--- src/tdt_pkg.sv ---
// register map, field layout and state types of the two-channel down timer
package tdt_pkg;
   localparam logic [11:0] TDT_PMSR_OFS = 12'h058;
   localparam logic [11:0] TDT_ECR_OFS = 12'h050;
   localparam logic [11:0] TDT_DCR_OFS = 12'h054;
   localparam logic [11:0] TDT_CMD_OFS = 12'h060;
   localparam logic [11:0] TDT_CLR_OFS = 12'h06c;
   localparam logic [11:0] TDT_STAT_OFS = 12'h070;
   localparam logic [11:0] TDT_IEN_OFS = 12'h074;
   localparam logic [11:0] TDT_IDIS_OFS = 12'h078;
   localparam logic [11:0] TDT_MASK_OFS = 12'h07c;
   localparam logic [11:0] TDT_SETUP0_OFS = 12'h080;
   localparam logic [11:0] TDT_PRELOAD0_OFS = 12'h084;
   localparam logic [11:0] TDT_SETUP1_OFS = 12'h088;
   localparam logic [11:0] TDT_PRELOAD1_OFS = 12'h08c;
   localparam logic [11:0] TDT_CCV0_OFS = 12'h200;
   localparam logic [11:0] TDT_CCV1_OFS = 12'h204;
   localparam int TDT_PMSR_BIT = 1;
   localparam int TDT_SOFT_RESET_CMD_BIT = 0;
   localparam int TDT_RUN0_BIT = 1;
   localparam int TDT_STOP0_BIT = 2;
   localparam int TDT_RUN1_BIT = 3;
   localparam int TDT_STOP1_BIT = 4;
   localparam int TDT_FLAGS_PER_CH = 3;
   localparam int TDT_DONE_BIT = 0;
   localparam int TDT_DIS_BIT = 1;
   localparam int TDT_LD_BIT = 2;
   localparam int TDT_RUNNING_BIT = 24;
   localparam int TDT_PRESC_LSB = 0;
   localparam int TDT_SEL_BIT = 4;
   localparam int TDT_RELOAD_BIT = 5;
   localparam int TDT_CORE_CLOCK_DIVIDER_FIELD_LSB = 8;
   localparam int TDT_CORE_CLOCK_DIVIDER_FIELD_W = 11;
   localparam int TDT_END_DELAY = 3;
   localparam logic [31:0] TDT_RESET_WORD = 32'h0000_0000;

   typedef enum logic [2:0] {
      TDT_IDLE = 3'b001,
      TDT_LOAD = 3'b010,
      TDT_RUN = 3'b100
   } tdt_chst_e;

   typedef struct packed {
      tdt_chst_e st;
      logic run;
      logic [15:0] preload;
      logic [15:0] count;
      logic [3:0] presc;
      logic sel;
      logic reload;
      logic [10:0] core_clock_divider_field;
      logic [10:0] div_cnt;
      logic [15:0] pre_cnt;
      logic [2:0] end_pipe;
   } tdt_chan_s;

   typedef struct packed {
      tdt_chan_s [1:0] ch;
      logic [5:0] flags;
      logic [5:0] mask;
      logic pm_clk;
      logic irq;
      logic pready;
      logic [31:0] prdata;
      logic lf_s1;
      logic lf_s2;
      logic lf_s3;
   } tdt_state_s;
endpackage

--- src/tdt_timer.sv ---
// two-channel 16-bit down timer with APB register bank
//
// Register access over APB was left to the implementer.
`timescale 1ns/1ps
module tdt_timer (
   input wire logic pclk,
   input wire logic presetn,
   input wire logic psel,
   input wire logic penable,
   input wire logic pwrite,
   input wire logic [11:0] paddr,
   input wire logic [31:0] pwdata,
   input wire logic slow_clock,
   output logic [31:0] prdata,
   output logic pready,
   output logic pslverr,
   output logic timer_irq,
   output logic [1:0] chan_running_status
);
   import tdt_pkg::*;

   tdt_state_s s_q;
   tdt_state_s s_d;
   logic [1:0] run_set;
   logic [1:0] run_clr;
   logic [5:0] flag_set;
   logic wr;
   logic rd;
   logic soft_reset_cmd;
   logic slow_tick;

   function automatic logic [31:0] setup_word(input tdt_chan_s c);
      setup_word = '0;
      setup_word[TDT_PRESC_LSB +: 4] = c.presc;
      setup_word[TDT_SEL_BIT] = c.sel;
      setup_word[TDT_RELOAD_BIT] = c.reload;
      setup_word[TDT_CORE_CLOCK_DIVIDER_FIELD_LSB +: TDT_CORE_CLOCK_DIVIDER_FIELD_W] = c.core_clock_divider_field;
   endfunction

   function automatic tdt_chan_s chan_reset();
      chan_reset = '0;
      chan_reset.st = TDT_IDLE;
   endfunction

   assign wr = psel && penable && pwrite && !s_q.pready;
   assign rd = psel && !penable && !pwrite;
   assign soft_reset_cmd = wr && paddr == TDT_CMD_OFS && pwdata[TDT_SOFT_RESET_CMD_BIT];
   // slow clock edge detected after two-flop synchroniser
   assign slow_tick = s_q.lf_s2 && !s_q.lf_s3;

   always_comb begin
      logic div_tick;
      logic cnt_tick;
      div_tick = 1'b0;
      cnt_tick = 1'b0;
      s_d = s_q;
      run_set = '0;
      run_clr = '0;
      flag_set = '0;
      s_d.lf_s1 = slow_clock;
      s_d.lf_s2 = s_q.lf_s1;
      s_d.lf_s3 = s_q.lf_s2;
      s_d.pready = psel && penable && !s_q.pready;
      if (wr) begin
         case (paddr)
            TDT_CMD_OFS: begin
               run_set[0] = pwdata[TDT_RUN0_BIT];
               run_set[1] = pwdata[TDT_RUN1_BIT];
               run_clr[0] = pwdata[TDT_STOP0_BIT];
               run_clr[1] = pwdata[TDT_STOP1_BIT];
            end
            TDT_ECR_OFS: if (pwdata[TDT_PMSR_BIT]) s_d.pm_clk = 1'b1;
            TDT_DCR_OFS: if (pwdata[TDT_PMSR_BIT]) s_d.pm_clk = 1'b0;
            TDT_CLR_OFS: s_d.flags = s_q.flags & ~pwdata[5:0];
            TDT_IEN_OFS: s_d.mask = s_q.mask | pwdata[5:0];
            TDT_IDIS_OFS: s_d.mask = s_q.mask & ~pwdata[5:0];
            default: ;
         endcase
         for (int i = 0; i < 2; i++) begin
            if (paddr == (i == 0 ? TDT_SETUP0_OFS : TDT_SETUP1_OFS) && !s_q.ch[i].run) begin
               s_d.ch[i].presc = pwdata[TDT_PRESC_LSB +: 4];
               s_d.ch[i].sel = pwdata[TDT_SEL_BIT];
               s_d.ch[i].reload = pwdata[TDT_RELOAD_BIT];
               s_d.ch[i].core_clock_divider_field = pwdata[TDT_CORE_CLOCK_DIVIDER_FIELD_LSB +: TDT_CORE_CLOCK_DIVIDER_FIELD_W];
            end
            if (paddr == (i == 0 ? TDT_PRELOAD0_OFS : TDT_PRELOAD1_OFS) && !s_q.ch[i].run) begin
               s_d.ch[i].preload = pwdata[15:0];
               s_d.ch[i].st = TDT_IDLE;
               s_d.ch[i].count = pwdata[15:0];
            end
         end
      end
      for (int i = 0; i < 2; i++) begin
         s_d.ch[i].end_pipe = {s_q.ch[i].end_pipe[1:0], 1'b0};
         if (run_clr[i]) begin
            s_d.ch[i].run = 1'b0;
            s_d.ch[i].div_cnt = '0;
            s_d.ch[i].pre_cnt = '0;
            if (s_q.ch[i].run) flag_set[i*TDT_FLAGS_PER_CH + TDT_DIS_BIT] = 1'b1;
            if (s_q.ch[i].st == TDT_LOAD) s_d.ch[i].st = TDT_RUN;
         end else if (run_set[i] && !s_q.ch[i].run) begin
            s_d.ch[i].run = 1'b1;
            s_d.ch[i].div_cnt = '0;
            s_d.ch[i].pre_cnt = '0;
            if (s_q.ch[i].st == TDT_IDLE) begin
               s_d.ch[i].count = s_q.ch[i].preload;
            end
            s_d.ch[i].st = TDT_LOAD;
         end else if (s_q.ch[i].run) begin
            case (s_q.ch[i].st)
               TDT_LOAD: begin
                  s_d.ch[i].st = TDT_RUN;
                  flag_set[i*TDT_FLAGS_PER_CH + TDT_LD_BIT] = 1'b1;
               end
               TDT_RUN: begin
                  div_tick = 1'b0;
                  cnt_tick = 1'b0;
                  if (s_q.ch[i].sel) begin
                     div_tick = slow_tick;
                  end else if (s_q.ch[i].div_cnt == {s_q.ch[i].core_clock_divider_field[9:0], 1'b1}) begin
                     div_tick = 1'b1;
                     s_d.ch[i].div_cnt = '0;
                  end else begin
                     s_d.ch[i].div_cnt = s_q.ch[i].div_cnt + 11'h001;
                  end
                  if (div_tick) begin
                     if (s_q.ch[i].pre_cnt == 16'((32'h1 << s_q.ch[i].presc) - 32'h1)) begin
                        cnt_tick = 1'b1;
                        s_d.ch[i].pre_cnt = '0;
                     end else begin
                        s_d.ch[i].pre_cnt = s_q.ch[i].pre_cnt + 16'h0001;
                     end
                  end
                  if (cnt_tick && s_q.ch[i].count != 16'h0000) begin
                     s_d.ch[i].count = s_q.ch[i].count - 16'h0001;
                     if (s_q.ch[i].count == 16'h0001) begin
                        s_d.ch[i].end_pipe[0] = 1'b1;
                        if (s_q.ch[i].reload) begin
                           s_d.ch[i].count = s_q.ch[i].preload;
                        end else begin
                           s_d.ch[i].run = 1'b0;
                           s_d.ch[i].st = TDT_IDLE;
                        end
                     end
                  end
               end
               default: s_d.ch[i].st = TDT_IDLE;
            endcase
         end
         if (s_q.ch[i].end_pipe[TDT_END_DELAY - 1]) flag_set[i*TDT_FLAGS_PER_CH + TDT_DONE_BIT] = 1'b1;
      end
      s_d.flags = s_d.flags | flag_set;
      s_d.irq = |(s_d.flags & s_d.mask);
      if (rd) begin
         case (paddr)
            TDT_PMSR_OFS: s_d.prdata = 32'(s_q.pm_clk) << TDT_PMSR_BIT;
            TDT_STAT_OFS: s_d.prdata = {6'h00, s_q.ch[1].run, s_q.ch[0].run, 18'h00000, s_q.flags};
            TDT_MASK_OFS: s_d.prdata = {26'h0000000, s_q.mask};
            TDT_SETUP0_OFS: s_d.prdata = setup_word(s_q.ch[0]);
            TDT_SETUP1_OFS: s_d.prdata = setup_word(s_q.ch[1]);
            TDT_PRELOAD0_OFS: s_d.prdata = {16'h0000, s_q.ch[0].preload};
            TDT_PRELOAD1_OFS: s_d.prdata = {16'h0000, s_q.ch[1].preload};
            TDT_CCV0_OFS: s_d.prdata = {16'h0000, s_q.ch[0].count};
            TDT_CCV1_OFS: s_d.prdata = {16'h0000, s_q.ch[1].count};
            default: s_d.prdata = TDT_RESET_WORD;
         endcase
      end
      if (soft_reset_cmd) begin
         s_d.ch[0] = chan_reset();
         s_d.ch[1] = chan_reset();
         s_d.flags = '0;
         s_d.mask = '0;
         s_d.irq = 1'b0;
         s_d.pm_clk = s_q.pm_clk;
      end
   end

   always_ff @(posedge pclk or negedge presetn) begin
      if (!presetn) begin
         s_q <= '0;
         s_q.ch[0].st <= TDT_IDLE;
         s_q.ch[1].st <= TDT_IDLE;
      end else begin
         s_q <= s_d;
      end
   end

   assign prdata = s_q.prdata;
   assign pready = s_q.pready;
   assign pslverr = 1'b0;
   assign timer_irq = s_q.irq;
   assign chan_running_status = {s_q.ch[1].run, s_q.ch[0].run};
endmodule

--- config.mk ---
export PLATFORM = sky130hd
export DESIGN_NAME = tdt_timer
export DESIGN_NICKNAME = d
export VERILOG_FILES = /design/src/tdt_pkg.sv /design/src/tdt_timer.sv
export SDC_FILE = /design/constraint.sdc
export NUM_CORES = 1
export LEC_CHECK = 0
export BUFFER_PORTS_ARGS = -buffer_cell sky130_fd_sc_hd__buf_2
export CAP_MARGIN = 20
export CORE_MARGIN = 2
export CORE_UTILIZATION = 35
export DETAILED_ROUTE_END_ITERATION = 7
export MAX_ROUTING_LAYER = met4
export SLEW_MARGIN = 10
export SYNTH_ARGS = -nofsm -noshare
export SYNTH_HDL_FRONTEND = slang
export SYNTH_SLANG_ARGS = --single-unit
--- constraint.sdc ---
create_clock -name pclk -period 5.5 [get_ports pclk]
set_clock_uncertainty 0.1 [all_clocks]
set_input_delay 1.65 -clock pclk [delete_from_list [all_inputs] [get_ports pclk]]
set_output_delay 1.65 -clock pclk [all_outputs]
set_load 0.01 [all_outputs]
==> results.sh <==
export IMPL_status="complete, no violations"
export IMPL_ys_warn_count=0
export IMPL_path_clk_slew_ns=0.06
export IMPL_maxSlewViolCount=0
export IMPL_vias=11840
export IMPL_synth_top_area_frac=0.3890
export IMPL_start_util=0.3558
export IMPL_synth_edf_count=0
export IMPL_die_area_um2=38870
export IMPL_root_buffer="clkbuf_16"
export IMPL_critPathMaxStageDelay_ns=0.81
export IMPL_p_leak_nw=6.216
export IMPL_path_cells="buf_2, or4_1, nor4_4, nand3_1, buf_4, a41oi_2, o221ai_1, nor2_1"
export IMPL_syn_area_um2=13060
export IMPL_path_class="in -> reg"
export IMPL_overflow=0
export IMPL_cts_buffer_depth=3
export IMPL_whs_endpoint="s_d[0]"
export IMPL_hold_class="reg -> reg"
export IMPL_synth_common_cells="217 x nand2_1, 203 x dfrtp_1, 124 x a21oi_1"
export IMPL_synth_area_leaders="dfrtp_1 39%, nand2_1 6.2%, a21oi_1 4.8%"
export IMPL_wl_per_cell_um=20.34
export IMPL_drt_iter0_markers=1219
export IMPL_end_kind="flip-flop"
export IMPL_postCtsSetupRepairBufs=0
export IMPL_reg2reg_depth=11
export IMPL_numCtsBuffers=26
export IMPL_die_h_um=197.2
export IMPL_drc=0
export IMPL_worstPathRequired_ns=5.86
export IMPL_gp_congestion=0.8937
export IMPL_slew_headroom=0.2661
export IMPL_worst_path_buf_inv=2
export IMPL_critPathLaunchType="primary input"
export IMPL_synth_cell_types=94
export IMPL_synth_seq_cells=205
export IMPL_peakVddDrop_mv=0.1600
export IMPL_track_usage=0.2153
export IMPL_vias_per_cell=5.854
export IMPL_grt_antenna_before_repair=0
export IMPL_diodes=0
export IMPL_core_um2=36700
export IMPL_fin_util=0.3969
export IMPL_fill_cells=3671
export IMPL_finalNetCount=1596
export IMPL_hold_viol_final=0
export IMPL_cts_resized=0
export IMPL_rows=70
export IMPL_crit_fanout=10
export IMPL_seq_area_frac_synth=0.3931
export IMPL_rr_startpoint="s_q[178]"
export IMPL_powerDensity_nw_per_um2=251.7
export IMPL_max_freq_ghz=0.2185
export IMPL_grt_max_degree=87
export IMPL_grt_pass1_wl_um=64270
export IMPL_dp_hpwl_um=28970
export IMPL_fin_tns_setup_ns=0
export IMPL_synth_top_flop_cell="dfrtp_1"
export IMPL_r2r_slack_ns=0.97
export IMPL_total_power_mw=3.666
export IMPL_finalCritPeriodShare=0.8321
export IMPL_avgSynthCellArea_um2=8.540
export IMPL_grt_setup_unrepaired="false"
export IMPL_r2r_end="s_q[184]"
export IMPL_synth_largest_area_cell="dfrtp_1"
export IMPL_port_buffers=61
export IMPL_cp_arrival_ns=4.94
export IMPL_setup_violations=0
export IMPL_totalWireLength_um=41150
export IMPL_ant_nets=0
export IMPL_place_ws_ns=0.4618
export IMPL_async_flop_share=1.000
export IMPL_cts_sinks=205
export IMPL_ctsHoldBuffers=0
export IMPL_area_growth_pct=11.56
export IMPL_maxCapViolations=0
export IMPL_tightest_slew_ns=1.084
export IMPL_hold_start="s_d[1]"
export IMPL_setup_ws_ns=0.9236
export IMPL_fin_crit_ns=4.576
export IMPL_syn_inst=1529
export IMPL_dr_pass1_iters=8
export IMPL_yosys_cell_count_top_type="nand2_1"
export IMPL_holdPathStages=0
export IMPL_grt_pass1_vias=10990
export IMPL_critPathTopFamily="simple AND/OR/NAND/NOR gates"
export IMPL_worstSkewPairLatency_ns=0.55
export IMPL_ios=87
export IMPL_holdWs_ns=0.2515
export IMPL_drive_gt1_frac=0.1254
export IMPL_htreeDepth=1
export IMPL_crit_slowest_cell="nor4_4"
export IMPL_multi_input_area_um2=7203
export IMPL_fp_dieW_um=197.2
export IMPL_cts_tree="yes"
export IMPL_seq_area_um2=5132
[metrics by stage]
step | area [um^2] | cells
floorplan | 13100 | 1540
global placement | 13600 | 1976
detailed placement | 13600 | 1976
CTS | 14570 | 2023
global route | 14570 | 2023
finish | 14570 | 2023
[layer usage]
metal  global-route usage  wire [um]  share of wire  vias to the layer above
met1               0.3118      18840           0.46                     5792
met3              0.03210       3333          0.081                       46
li1                     -          -              -                     5534
met5                    -          0              0                        -
met4              0.04595        697          0.017                        0
met2               0.3183      18280           0.44                      471
[worst max path at each step]
stage          startpoint  endpoint  slack (ns)  depth (start not counted)
2_1_floorplan    paddr[1]  s_q[103]        1.58                         10
3_3_place_gp     paddr[1]   s_q[66]        0.48                          9
3_5_place_dp     paddr[1]   s_q[66]        0.46                          9
4_1_cts          paddr[1]   s_q[66]        0.99                          9
5_1_grt          s_q[178]  s_q[187]        0.66                         11
6_report         paddr[1]   s_q[99]        0.92                          8
[cells by family after synthesis]
| group | after synthesis | share of synthesized area |
|---|---|---|
| adders and majority gates | 10 | 0.009582 |
| xor gates and xnor gates | 69 | 0.04628 |
| DFF | 205 | 0.3931 |
| and+or+nand+nor | 660 | 0.2640 |
| buffers and inverters | 151 | 0.05970 |
| other | 1 | 0.0002872 |
| muxes | 26 | 0.02060 |
| AOI/OAI and AO/OA | 407 | 0.2065 |
[cell type report]
cell class | count | area share
multi-input cells | 1184 | 0.4945
flip-flops and latches | 205 | 0.3523
clock buffers | 30 | 0.04845
repair buffers | 97 | 0.04106
well taps | 468 | 0.04020
clock inverters | 17 | 0.01778
inverters | 22 | 0.005669
[cell usage in the layout, fill, tap and decap left out, types with 32 or more instances in the layout]
| cell | instances |
|---|---|
| nand2_1 | 217 |
| dfrtp_1 | 203 |
| a21oi_1 | 124 |
| nand3_1 | 94 |
| nor2_1 | 91 |
| o21ai_0 | 65 |
| buf_2 | 60 |
| xnor2_1 | 48 |
| a22oi_1 | 45 |
| nor3_1 | 39 |
| a22o_1 | 38 |
| buf_4 | 35 |
| and3_1 | 32 |
[power breakdown]
part	internal, mW	switching, mW
Clock	1.20	0.715
Sequential	1.54	0.0428
Combinational	0.0590	0.107
[worst register-to-register path, cell delays in order (launching register included)]
cell and delay [ns]:
dfrtp_1 0.88, nor3_1 0.15, nand2_1 0.12, ha_1 0.51
or3b_1 0.40, a21oi_1 0.17, or3b_2 0.15, nand4b_1 0.11
nor4_1 0.69, and3_1 0.75, mux2i_1 0.27, nor3_1 0.07
[state kept, by name, indices dropped and copies added (netlist names)]
signal and flops:
pready 1, chan_running_status 2, timer_irq 1, prdata 21, s_q 178, s_d 2
Power figures use the tool's default switching activity.
